--- src/shared/sltp_defs.vh ---
/*
 Constants for the serial link test pattern generator: register byte
 offsets, field positions, reset values, pattern codes and PN seeds.
 Assumes it is included by its bare name from the design files.
*/
`ifndef SLTP_DEFS_VH
`define SLTP_DEFS_VH

// register byte offsets
`define SLTP_OFF_SOFT_RESET 12'h000
`define SLTP_OFF_USER_FIRST 12'h551
`define SLTP_OFF_USER_LAST 12'h558
`define SLTP_OFF_LINK_CTRL_A 12'h571
`define SLTP_OFF_LINK_CTRL_B 12'h572
`define SLTP_OFF_IF_TEST 12'h573
`define SLTP_OFF_LL_TEST 12'h574

// soft reset command and sync-disable value
`define SLTP_SOFT_RESET_CMD 8'h81
`define SLTP_SYNC_OFF_VALUE 8'hc0

// reset values
`define SLTP_RST_LINK_CTRL_A 8'h00
`define SLTP_RST_LINK_CTRL_B 8'h00
`define SLTP_RST_IF_TEST 8'h00
`define SLTP_RST_LL_TEST 8'h00
`define SLTP_RST_USER 8'h00

// field positions
`define SLTP_TPL_TEST_BIT 5
`define SLTP_IF_MODE_MSB 3
`define SLTP_IF_MODE_LSB 0
`define SLTP_IF_POINT_MSB 5
`define SLTP_IF_POINT_LSB 4
`define SLTP_LL_MODE_MSB 2
`define SLTP_LL_MODE_LSB 0

// interface pattern codes
`define SLTP_MODE_OFF 4'h0
`define SLTP_MODE_CHECKER 4'h1
`define SLTP_MODE_TOGGLE 4'h2
`define SLTP_MODE_PN31 4'h3
`define SLTP_MODE_PN23 4'h4
`define SLTP_MODE_PN15 4'h5
`define SLTP_MODE_PN9 4'h6
`define SLTP_MODE_PN7 4'h7
`define SLTP_MODE_RAMP 4'h8
`define SLTP_MODE_USER_REPEAT 4'he
`define SLTP_MODE_USER_SINGLE 4'hf

// insertion points
`define SLTP_POINT_SAMPLE 2'h0
`define SLTP_POINT_PHY10 2'h1
`define SLTP_POINT_SCRAM8 2'h2

// word widths at each insertion point
`define SLTP_WIDTH_SAMPLE 5'h10
`define SLTP_WIDTH_PHY10 5'h0a
`define SLTP_WIDTH_SCRAM8 5'h08

// checkerboard halves at full width
`define SLTP_CHECK_EVEN 16'h5555
`define SLTP_CHECK_ODD 16'haaaa

// pn seeds
`define SLTP_SEED_PN31 31'h0003afff
`define SLTP_SEED_PN23 31'h00003aff
`define SLTP_SEED_PN15 31'h000003af
`define SLTP_SEED_PN9 31'h00000092
`define SLTP_SEED_PN7 31'h00000007

`endif

--- src/hw/sltp_pn.v ---
/*
 PN sequence generator for the interface test patterns; emits one word of
 8, 10 or 16 bits per step, first generated bit in the word's MSB.
 Assumes the parent pulses load whenever the mode or width changes.
*/
`timescale 1ns/100ps
`include "sltp_defs.vh"

module sltp_pn (
	input wire clk,
	input wire srst,
	input wire load,
	input wire step,
	input wire [3:0] mode,
	input wire [4:0] nbits,
	output reg [15:0] word
);

	reg [30:0] state;
	reg [30:0] seed;
	reg [30:0] next_state;
	reg [30:0] s;
	reg b;
	integer n;
	integer k;
	integer i;

	// polynomial taps and seed per mode
	always @* begin
		case (mode)
			`SLTP_MODE_PN31: begin
				n = 31; k = 28; seed = `SLTP_SEED_PN31;
			end
			`SLTP_MODE_PN23: begin
				n = 23; k = 18; seed = `SLTP_SEED_PN23;
			end
			`SLTP_MODE_PN15: begin
				n = 15; k = 14; seed = `SLTP_SEED_PN15;
			end
			`SLTP_MODE_PN9: begin
				n = 9; k = 5; seed = `SLTP_SEED_PN9;
			end
			default: begin
				n = 7; k = 6; seed = `SLTP_SEED_PN7;
			end
		endcase
	end

	// run the lfsr nbits times for the current word
	always @* begin
		s = state;
		b = 1'b0;
		word = 16'h0000;
		for (i = 0; i < 16; i = i + 1) begin
			if (i < nbits) begin
				b = s[n-1] ^ s[k-1];
				s = {s[29:0], b};
				word = {word[14:0], b};
			end
		end
		next_state = s;
	end

	// state register, reloaded with the seed on restart
	always @(posedge clk) begin
		if (srst) begin
			state <= `SLTP_SEED_PN7;
		end else if (load) begin
			state <= seed;
		end else if (step) begin
			state <= next_state;
		end
	end

endmodule // sltp_pn

--- src/hw/sltp_buf.v ---
/*
 Two-entry buffer with valid/ready on both sides; a stall on the drain
 side fills it and drops in_ready so no word is lost.
 Assumes one clock and a synchronous reset.
*/
`timescale 1ns/100ps

module sltp_buf #(
	parameter WIDTH = 66,
	parameter DEPTH = 2
) (
	input wire clk,
	input wire srst,
	input wire [WIDTH-1:0] in_data,
	input wire in_valid,
	output wire in_ready,
	output reg [WIDTH-1:0] out_data,
	output wire out_valid,
	input wire out_ready
);

	reg [WIDTH-1:0] mem [0:DEPTH-1];
	reg wptr;
	reg rptr;
	reg [1:0] count;
	wire push;
	wire pop;

	// handshake terms from the fill level
	assign in_ready = (count != DEPTH);
	assign out_valid = (count != 2'h0);
	assign push = in_valid & in_ready;
	assign pop = out_valid & out_ready;

	// head word presented from storage flops
	always @* begin
		out_data = mem[rptr];
	end

	// pointers and fill level
	always @(posedge clk) begin
		if (srst) begin
			wptr <= 1'b0;
			rptr <= 1'b0;
			count <= 2'h0;
		end else begin
			if (push) begin
				mem[wptr] <= in_data;
				wptr <= ~wptr;
			end
			if (pop) begin
				rptr <= ~rptr;
			end
			count <= count + {1'b0, push} - {1'b0, pop};
		end
	end

endmodule // sltp_buf

--- src/hw/sltp_gen.v ---
/*
 Test pattern generator in the serial output path: holds the link test
 registers, builds interface patterns at the chosen insertion width and
 feeds them, or the raw samples, through a two-entry buffer.
 Assumes a byte register port from the serial control logic and a link
 layer downstream that honours OUT_READY and the link test mode output.
*/
`timescale 1ns/100ps
`include "sltp_defs.vh"

// What this block does
// - The sample test bit of link control A only drives TPL_SAMPLE_TEST; the output carries the raw converter samples whenever no interface pattern is on.
// - The low four bits of the interface test register pick off, checkerboard, toggle, five PN codes, ramp or user.
// - Bits 5:4 of the interface test register pick the sample, 10-bit or 8-bit insertion point.
// - The low three bits of the link layer test register select the link layer test and are passed on.
// - PN31 uses x^31+x^28+1 seeded 0x0003afff and PN23 uses x^23+x^18+1 seeded 0x003aff.
// - PN15, PN9 and PN7 use their trinomials with seeds 0x03af, 0x092 and 0x07.
// - Checkerboard and toggle alternate complementary words cut to the insertion width.
// - The ramp steps by one and wraps at the insertion width.
// - Repeat user mode cycles user words one to four without end.
// - Single user mode sends user words one to four once and then zeros.
// - User words are cut to bits 15:0, 15:6 or 15:9 by insertion point.
// - At sample insertion all four samples of a frame carry the same word, advancing per frame.
module sltp_gen (
	input wire CLOCK,
	input wire SRST,
	input wire REG_WRITE,
	input wire [11:0] REG_ADDR,
	input wire [7:0] REG_WDATA,
	output reg [7:0] REG_RDATA,
	input wire [63:0] SAMPLE_DATA,
	input wire SAMPLE_VALID,
	output wire SAMPLE_READY,
	output wire [63:0] OUT_DATA,
	output wire [1:0] OUT_POINT,
	output wire OUT_VALID,
	input wire OUT_READY,
	output reg TPL_SAMPLE_TEST,
	output reg [2:0] LINK_TEST_MODE,
	output reg LINK_SYNC_REQUEST_INPUT_OFF
);

	// register file
	reg [7:0] link_control_a;
	reg [7:0] link_control_b;
	reg [7:0] interface_test_select;
	reg [7:0] link_layer_test_select;
	reg [7:0] user_pattern_byte [0:7];
	wire [11:0] user_index_full;
	wire [2:0] user_index;
	wire user_hit;
	wire soft_reset;
	wire cfg_write;
	integer j;

	// pattern state
	wire [3:0] mode;
	wire [1:0] point;
	wire active;
	wire [4:0] nbits;
	wire [15:0] mask;
	reg phase;
	reg [15:0] ramp;
	reg [1:0] user_sel;
	reg single_done;
	reg restart;
	reg [15:0] pattern_word;
	wire [15:0] pn_word;
	wire [15:0] user_word;
	wire is_pn;
	wire step;

	// buffer path
	reg [63:0] fill_data;
	wire fill_valid;
	wire fill_ready;
	wire [65:0] drain_word;

	// width of one pattern word at an insertion point
	function [4:0] point_width;
		input [1:0] p;
		begin
			case (p)
				`SLTP_POINT_PHY10: point_width = `SLTP_WIDTH_PHY10;
				`SLTP_POINT_SCRAM8: point_width = `SLTP_WIDTH_SCRAM8;
				default: point_width = `SLTP_WIDTH_SAMPLE;
			endcase
		end
	endfunction

	// mask that keeps the low bits of a given width
	function [15:0] width_mask;
		input [4:0] w;
		begin
			width_mask = (w >= 5'h10) ? 16'hffff : ((16'h0001 << w) - 16'h0001);
		end
	endfunction

	// cut a user word to the insertion width
	function [15:0] user_cut;
		input [15:0] u;
		input [1:0] p;
		begin
			case (p)
				`SLTP_POINT_PHY10: user_cut = {6'h00, u[15:6]};
				`SLTP_POINT_SCRAM8: user_cut = {9'h000, u[15:9]};
				default: user_cut = u;
			endcase
		end
	endfunction

	// address decode for the register port
	assign user_index_full = REG_ADDR - `SLTP_OFF_USER_FIRST;
	assign user_index = user_index_full[2:0];
	assign user_hit = (REG_ADDR >= `SLTP_OFF_USER_FIRST) && (REG_ADDR <= `SLTP_OFF_USER_LAST);
	assign soft_reset = REG_WRITE && (REG_ADDR == `SLTP_OFF_SOFT_RESET) && (REG_WDATA == `SLTP_SOFT_RESET_CMD);
	assign cfg_write = REG_WRITE && (REG_ADDR == `SLTP_OFF_IF_TEST);

	// register writes; soft reset restores defaults and leaves nothing stored
	always @(posedge CLOCK) begin
		if (SRST || soft_reset) begin
			link_control_a <= `SLTP_RST_LINK_CTRL_A;
			link_control_b <= `SLTP_RST_LINK_CTRL_B;
			interface_test_select <= `SLTP_RST_IF_TEST;
			link_layer_test_select <= `SLTP_RST_LL_TEST;
			for (j = 0; j < 8; j = j + 1) begin
				user_pattern_byte[j] <= `SLTP_RST_USER;
			end
		end else if (REG_WRITE) begin
			if (REG_ADDR == `SLTP_OFF_LINK_CTRL_A) begin
				link_control_a <= REG_WDATA;
			end
			if (REG_ADDR == `SLTP_OFF_LINK_CTRL_B) begin
				link_control_b <= REG_WDATA;
			end
			if (cfg_write) begin
				interface_test_select <= {2'h0, REG_WDATA[5:0]};
			end
			if (REG_ADDR == `SLTP_OFF_LL_TEST) begin
				link_layer_test_select <= {5'h00, REG_WDATA[2:0]};
			end
			if (user_hit) begin
				user_pattern_byte[user_index] <= REG_WDATA;
			end
		end
	end

	// read mux, registered; unmapped bytes and the soft reset byte read zero
	always @(posedge CLOCK) begin
		if (SRST) begin
			REG_RDATA <= 8'h00;
		end else if (user_hit) begin
			REG_RDATA <= user_pattern_byte[user_index];
		end else begin
			case (REG_ADDR)
				`SLTP_OFF_LINK_CTRL_A: REG_RDATA <= link_control_a;
				`SLTP_OFF_LINK_CTRL_B: REG_RDATA <= link_control_b;
				`SLTP_OFF_IF_TEST: REG_RDATA <= interface_test_select;
				`SLTP_OFF_LL_TEST: REG_RDATA <= link_layer_test_select;
				default: REG_RDATA <= 8'h00;
			endcase
		end
	end

	// control outputs toward the link layer
	always @(posedge CLOCK) begin
		if (SRST) begin
			TPL_SAMPLE_TEST <= 1'b0;
			LINK_TEST_MODE <= 3'h0;
			LINK_SYNC_REQUEST_INPUT_OFF <= 1'b0;
		end else begin
			TPL_SAMPLE_TEST <= link_control_a[`SLTP_TPL_TEST_BIT];
			LINK_TEST_MODE <= link_layer_test_select[`SLTP_LL_MODE_MSB:`SLTP_LL_MODE_LSB];
			LINK_SYNC_REQUEST_INPUT_OFF <= (link_control_b == `SLTP_SYNC_OFF_VALUE);
		end
	end

	// mode, insertion point and width decode
	assign mode = interface_test_select[`SLTP_IF_MODE_MSB:`SLTP_IF_MODE_LSB];
	assign point = interface_test_select[`SLTP_IF_POINT_MSB:`SLTP_IF_POINT_LSB];
	assign active = (mode != `SLTP_MODE_OFF);
	assign nbits = point_width(point);
	assign mask = width_mask(nbits);
	assign is_pn = (mode >= `SLTP_MODE_PN31) && (mode <= `SLTP_MODE_PN7);
	assign step = active && fill_ready && !restart;

	// user word for the current position, two bytes per word, low byte first
	assign user_word = user_cut({user_pattern_byte[{user_sel, 1'b1}], user_pattern_byte[{user_sel, 1'b0}]}, point);

	// pn source, reseeded on every restart
	sltp_pn u_pn (
		.clk(CLOCK),
		.srst(SRST),
		.load(restart),
		.step(step && is_pn),
		.mode(mode),
		.nbits(nbits),
		.word(pn_word)
	);

	// restart one cycle after any mode write or soft reset
	always @(posedge CLOCK) begin
		if (SRST) begin
			restart <= 1'b1;
		end else begin
			restart <= cfg_write || soft_reset;
		end
	end

	// sequence counters advance once per accepted word
	always @(posedge CLOCK) begin
		if (SRST || restart || !active) begin
			phase <= 1'b0;
			ramp <= 16'h0000;
			user_sel <= 2'h0;
			single_done <= 1'b0;
		end else if (step) begin
			phase <= ~phase;
			ramp <= (ramp + 16'h0001) & mask;
			user_sel <= user_sel + 2'h1;
			if (user_sel == 2'h3) begin
				single_done <= 1'b1;
			end
		end
	end

	// pattern word for this step at the insertion width
	always @* begin
		case (mode)
			`SLTP_MODE_CHECKER: pattern_word = (phase ? `SLTP_CHECK_ODD : `SLTP_CHECK_EVEN) & mask;
			`SLTP_MODE_TOGGLE: pattern_word = phase ? mask : 16'h0000;
			`SLTP_MODE_PN31, `SLTP_MODE_PN23, `SLTP_MODE_PN15,
			`SLTP_MODE_PN9, `SLTP_MODE_PN7: pattern_word = pn_word & mask;
			`SLTP_MODE_RAMP: pattern_word = ramp & mask;
			`SLTP_MODE_USER_REPEAT: pattern_word = user_word;
			`SLTP_MODE_USER_SINGLE: pattern_word = single_done ? 16'h0000 : user_word;
			default: pattern_word = 16'h0000;
		endcase
	end

	// fill side: pattern frame, or raw samples when no pattern is on
	always @* begin
		if (!active) begin
			fill_data = SAMPLE_DATA;
		end else if (nbits == `SLTP_WIDTH_SAMPLE) begin
			fill_data = {4{pattern_word}};
		end else begin
			fill_data = {48'h000000000000, pattern_word};
		end
	end

	// samples are drained and dropped while a pattern replaces them
	assign fill_valid = active ? !restart : SAMPLE_VALID;
	assign SAMPLE_READY = active ? 1'b1 : fill_ready;

	// two-entry buffer toward the link
	sltp_buf #(
		.WIDTH(66),
		.DEPTH(2)
	) u_buf (
		.clk(CLOCK),
		.srst(SRST),
		.in_data({point, fill_data}),
		.in_valid(fill_valid),
		.in_ready(fill_ready),
		.out_data(drain_word),
		.out_valid(OUT_VALID),
		.out_ready(OUT_READY)
	);

	assign OUT_DATA = drain_word[63:0];
	assign OUT_POINT = drain_word[65:64];

endmodule // sltp_gen

--- config.mk ---
export PLATFORM = sky130hd
export DESIGN_NAME = sltp_gen
export DESIGN_NICKNAME = d
export VERILOG_FILES = /design/src/hw/sltp_pn.v /design/src/hw/sltp_buf.v /design/src/hw/sltp_gen.v
export VERILOG_INCLUDE_DIRS = /design/src /design/src/shared
export SDC_FILE = /design/constraint.sdc
export NUM_CORES = 1
export LEC_CHECK = 0
export BUFFER_PORTS_ARGS = -buffer_cell sky130_fd_sc_hd__buf_4
export CORE_ASPECT_RATIO = 1.75
export CORE_UTILIZATION = 40
export CTS_BUF_LIST = sky130_fd_sc_hd__clkbuf_8
export CTS_CLUSTER_DIAMETER = 120
export DETAILED_ROUTE_END_ITERATION = 7
export RECOVER_POWER = 100
export SYNTH_ARGS = -nofsm -noshare
export SYNTH_HDL_FRONTEND = slang
export SYNTH_HIERARCHICAL = 1
export SYNTH_SLANG_ARGS = --single-unit
--- constraint.sdc ---
create_clock -name CLOCK -period 9.45 [get_ports CLOCK]
set_input_delay 1.4175 -clock CLOCK [delete_from_list [all_inputs] [get_ports CLOCK]]
set_output_delay 1.4175 -clock CLOCK [all_outputs]
set_load 0.005 [all_outputs]
==> results.py <==
metrics = {
    "sta": {
        "min_period_ns": 9.06,
        "fin_tns_setup_ns": 0,
        "setup_viol": 0,
        "layout_setup_ws_ns": 0.389,
        "final_max_slew_viol_count": 322,
        "skew_ns": 0.0226,
        "fmax_mhz": 110,
        "period_share": 0.959,
        "relSlewSlack": -1.85,
        "hold_ws_ns": 0.458,
        "tightest_slew_ns": 4.27,
        "hold_viol": 0,
        "rsz0062_at_grt": "no",
    },
    "setup_path": {
        "start_kind": "flop",
        "crit_chain": "buf_4 > and4bb_1 > nor2_1 > buf_4 > a21oi_1 > xor2_1 > a21oi_1 > a2111oi_0 > nor2_1 > a31oi_1 > o221a_2 > o211ai_2 > xor2_1 > a221o_1 > o211a_1 > a31oi_1 > o221ai_1 > o32ai_1 > o21ai_0 > o21ai_0 > nand2_1",
        "r2r_cells": 21,
        "required_ns": 9.74,
        "critical_path_class": "reg -> reg",
        "cpPeakStageDelay_ns": 1.11,
        "cpMaxStageDelayCell": "xor2_1",
        "crit_path_end_kind": "flop",
        "cp_max_fo": 21,
        "cp.arrival_ns": 9.35,
    },
    "logic_synthesis": {
        "netlist_area_um2": 23400,
        "yosysWarnings": 6,
        "yosysUniqueCellTypes": 125,
        "ys_seq_elements": 293,
        "seq_area_frac_synth": 0.335,
        "synth_edf_count": 196,
        "synthFlopType": "edfxtp_1",
        "avgSynthCellArea_um2": 8.49,
        "synthCells": 2756,
        "synth-async-reset-ratio": 0,
    },
    "drt": {
        "dr_total_vias": 25500,
        "wl_per_cell_um": 38.9,
        "finalWirelength_um": 141000,
        "ant_nets": 0,
        "drc": 0,
        "drt_iter0_markers": 3353,
        "first_pass_iters": 7,
        "via_per_inst": 7.02,
    },
    "global_route": {
        "globalRouteTotalUtil": 0.482,
        "grt_max_degree": 107,
        "overflow": 0,
        "grt_pass1_vias": 24900,
        "antenna_found_initial": 23,
        "grt_pass1_wl_um": 197000,
    },
    "place": {
        "place_ws_ns": 1.55,
        "dp_hpwl_um": 98400,
        "place.gp.congestion": 1.10,
        "port-buffer-count": 169,
    },
    "die": {
        "io_pins": 170,
        "placementRows": 116,
        "fp.coreArea_um2": 57500,
        "dieWidth_um": 185,
        "dieArea_um2": 59500,
        "dieHeight_um": 322,
        "start_util": 0.407,
    },
    "power_and_ir_drop": {
        "power_frac_seq": 0.469,
        "vdd_drop_max_uv": 139,
        "p_comb_frac": 0.235,
        "power_density_nw_per_um2": 123,
        "p_sw_frac": 0.312,
        "p_clk_frac": 0.296,
        "intPower_mw": 2.20,
        "total_power_mw": 3.19,
        "p_sw_mw": 0.997,
        "p_leak_nw": 9.23,
    },
    "cts": {
        "ctsRootBufferMaster": "clkbuf_8",
        "htreeDepth": 2,
        "clockBufferDepth": 3,
        "cts_buffers": 40,
        "clk_pin_slew_ns": 0.07,
        "clock_latency_ns": 0.59,
        "cts_setup_buffers": 0,
        "post_cts_resized": 0,
        "clock_sinks": 293,
        "hold_buffers": 0,
        "cts_tree": "built",
    },
    "job": {
        "max_cap_violations": 8,
    },
    "min_path": {
        "hold_class": "reg -> reg",
        "whs_path_depth": 2,
    },
    "final_layout": {
        "areaGrowthSynthToFinish_pct": 10.6,
        "final_nets": 2927,
        "finish.utilization": 0.450,
        "drive_gt1_frac": 0.170,
    },
    "status": {
        "outcome": "finished, violations left",
        "violations": "capacitance limit, slew limit",
    },
}
-- Yosys cell counts, types with 54 or more instances --
master,count,area [um2]
nand2_1,389,1460
nor2_1,295,1110
edfxtp_1,196,5890
a21oi_1,195,976
o21ai_0,162,811
clkbuf_1,153,574
dfxtp_1,97,1940
mux2_2,80,901
nand3_1,67,335
nor3_1,67,335
mux2i_1,63,631
a211oi_1,58,435
buf_2,54,270
-- cells by family (layout without fill, tap and decap cells) --
family	count (synthesis)	after routing	share of synthesized area
AOI/OAI and AO/OA	914	914	0.274
xor gates and xnor gates	38	38	0.0152
adders and majority gates	11	11	0.00588
buffers and inverters	283	380	0.0525
DFF	293	293	0.335
muxes	212	212	0.119
other	1	17	0.000160
and+or+nand+nor	1004	1004	0.199
-- state kept, by name, indices dropped and copies added (netlist names), 3 cells and up, named ones only --
signal / count
ramp: 16
user_pattern_byte: 64
link_control_a: 8
interface_test_select: 6
LINK_TEST_MODE: 3
link_control_b: 8
u_pn/state: 31
REG_RDATA: 8
u_buf/mem: 132
link_layer_test_select: 3
-- worst max-delay path: cells and delay by family, from the launching register on --
kind,cells,cell delay (ns)
AOI/OAI and AO/OA,13,4.18
and+or+nand+nor,4,1.81
xor gates and xnor gates,2,1.37
DFF,1,0.61
buffers and inverters,2,0.78
-- routing by layer --
metal  global-route usage  part of all wire
met1                0.446              0.30
met2                0.752              0.46
met3                0.210              0.11
met4                0.524              0.13
met5             0.000851            0.0011
-- cell type report --
class / count / area, um2
fillers: 5896 / 31600
multi-input cells: 2182 / 14300
well taps: 767 / 960
clock inverters: 27 / 134
flip-flops and latches: 293 / 7830
repair buffers: 276 / 1950
inverters: 34 / 128
diodes: 14 / 35.0
clock buffers: 43 / 592
-- per-stage QoR --
step | cell area (um2) | instances
after CTS | 26100 | 3614
after global placement | 25400 | 3544
after global routing | 25900 | 3626
after floorplan | 23400 | 2758
after detailed placement | 25400 | 3544
final | 25900 | 3636
-- cells in the final DEF, fill, tap and decap left out, types with 20 or more instances in the layout --
cell      netlist  final
mux4_2         27     27
or3_1          21     21
nor3_1         67     67
o32ai_1        23     23
clkbuf_8        0     43
mux2_1          0     39
nand2_1       389    389
mux2_2         80     79
clkbuf_1      153     35
a211oi_1       58     58
a31oi_1        37     36
edfxtp_1      196    196
o21ai_0       162    165
a221oi_1       21     21
dfxtp_1        97     96
a211o_1        25     24
nand3_1        67     67
a21oi_1       195    192
buf_4           2    219
nor2_1        295    291
o211ai_1       53     53
mux2i_1        63     62
a22oi_1        23     24
o22ai_1        26     26
nand2b_1       20     20
o221ai_1       22     22
inv_1          29     46
o31ai_1        25     24
-- worst paths after layout --
path                                               start                 to  slack, ns
worst max-delay path            interface_test_select[0]   u_buf/mem[1][34]       0.39
worst min-delay path                   link_control_a[2]  link_control_a[2]       0.46
worst max register to register  interface_test_select[0]   u_buf/mem[1][34]       0.39
worst min register to register         link_control_a[2]  link_control_a[2]       0.46
-- power by group through the flow --
stage / Combinational, mW / Sequential [mW] / Clock, mW
after global routing: 0.779 / 1.50 / 0.998
after detailed placement: 0.775 / 1.53 / 0
after floorplan: 0.468 / 1.50 / 0
after CTS: 0.780 / 1.50 / 0.961
final: 0.749 / 1.50 / 0.947
after global placement: 0.774 / 1.52 / 0
Power figures use the tool's default switching activity.
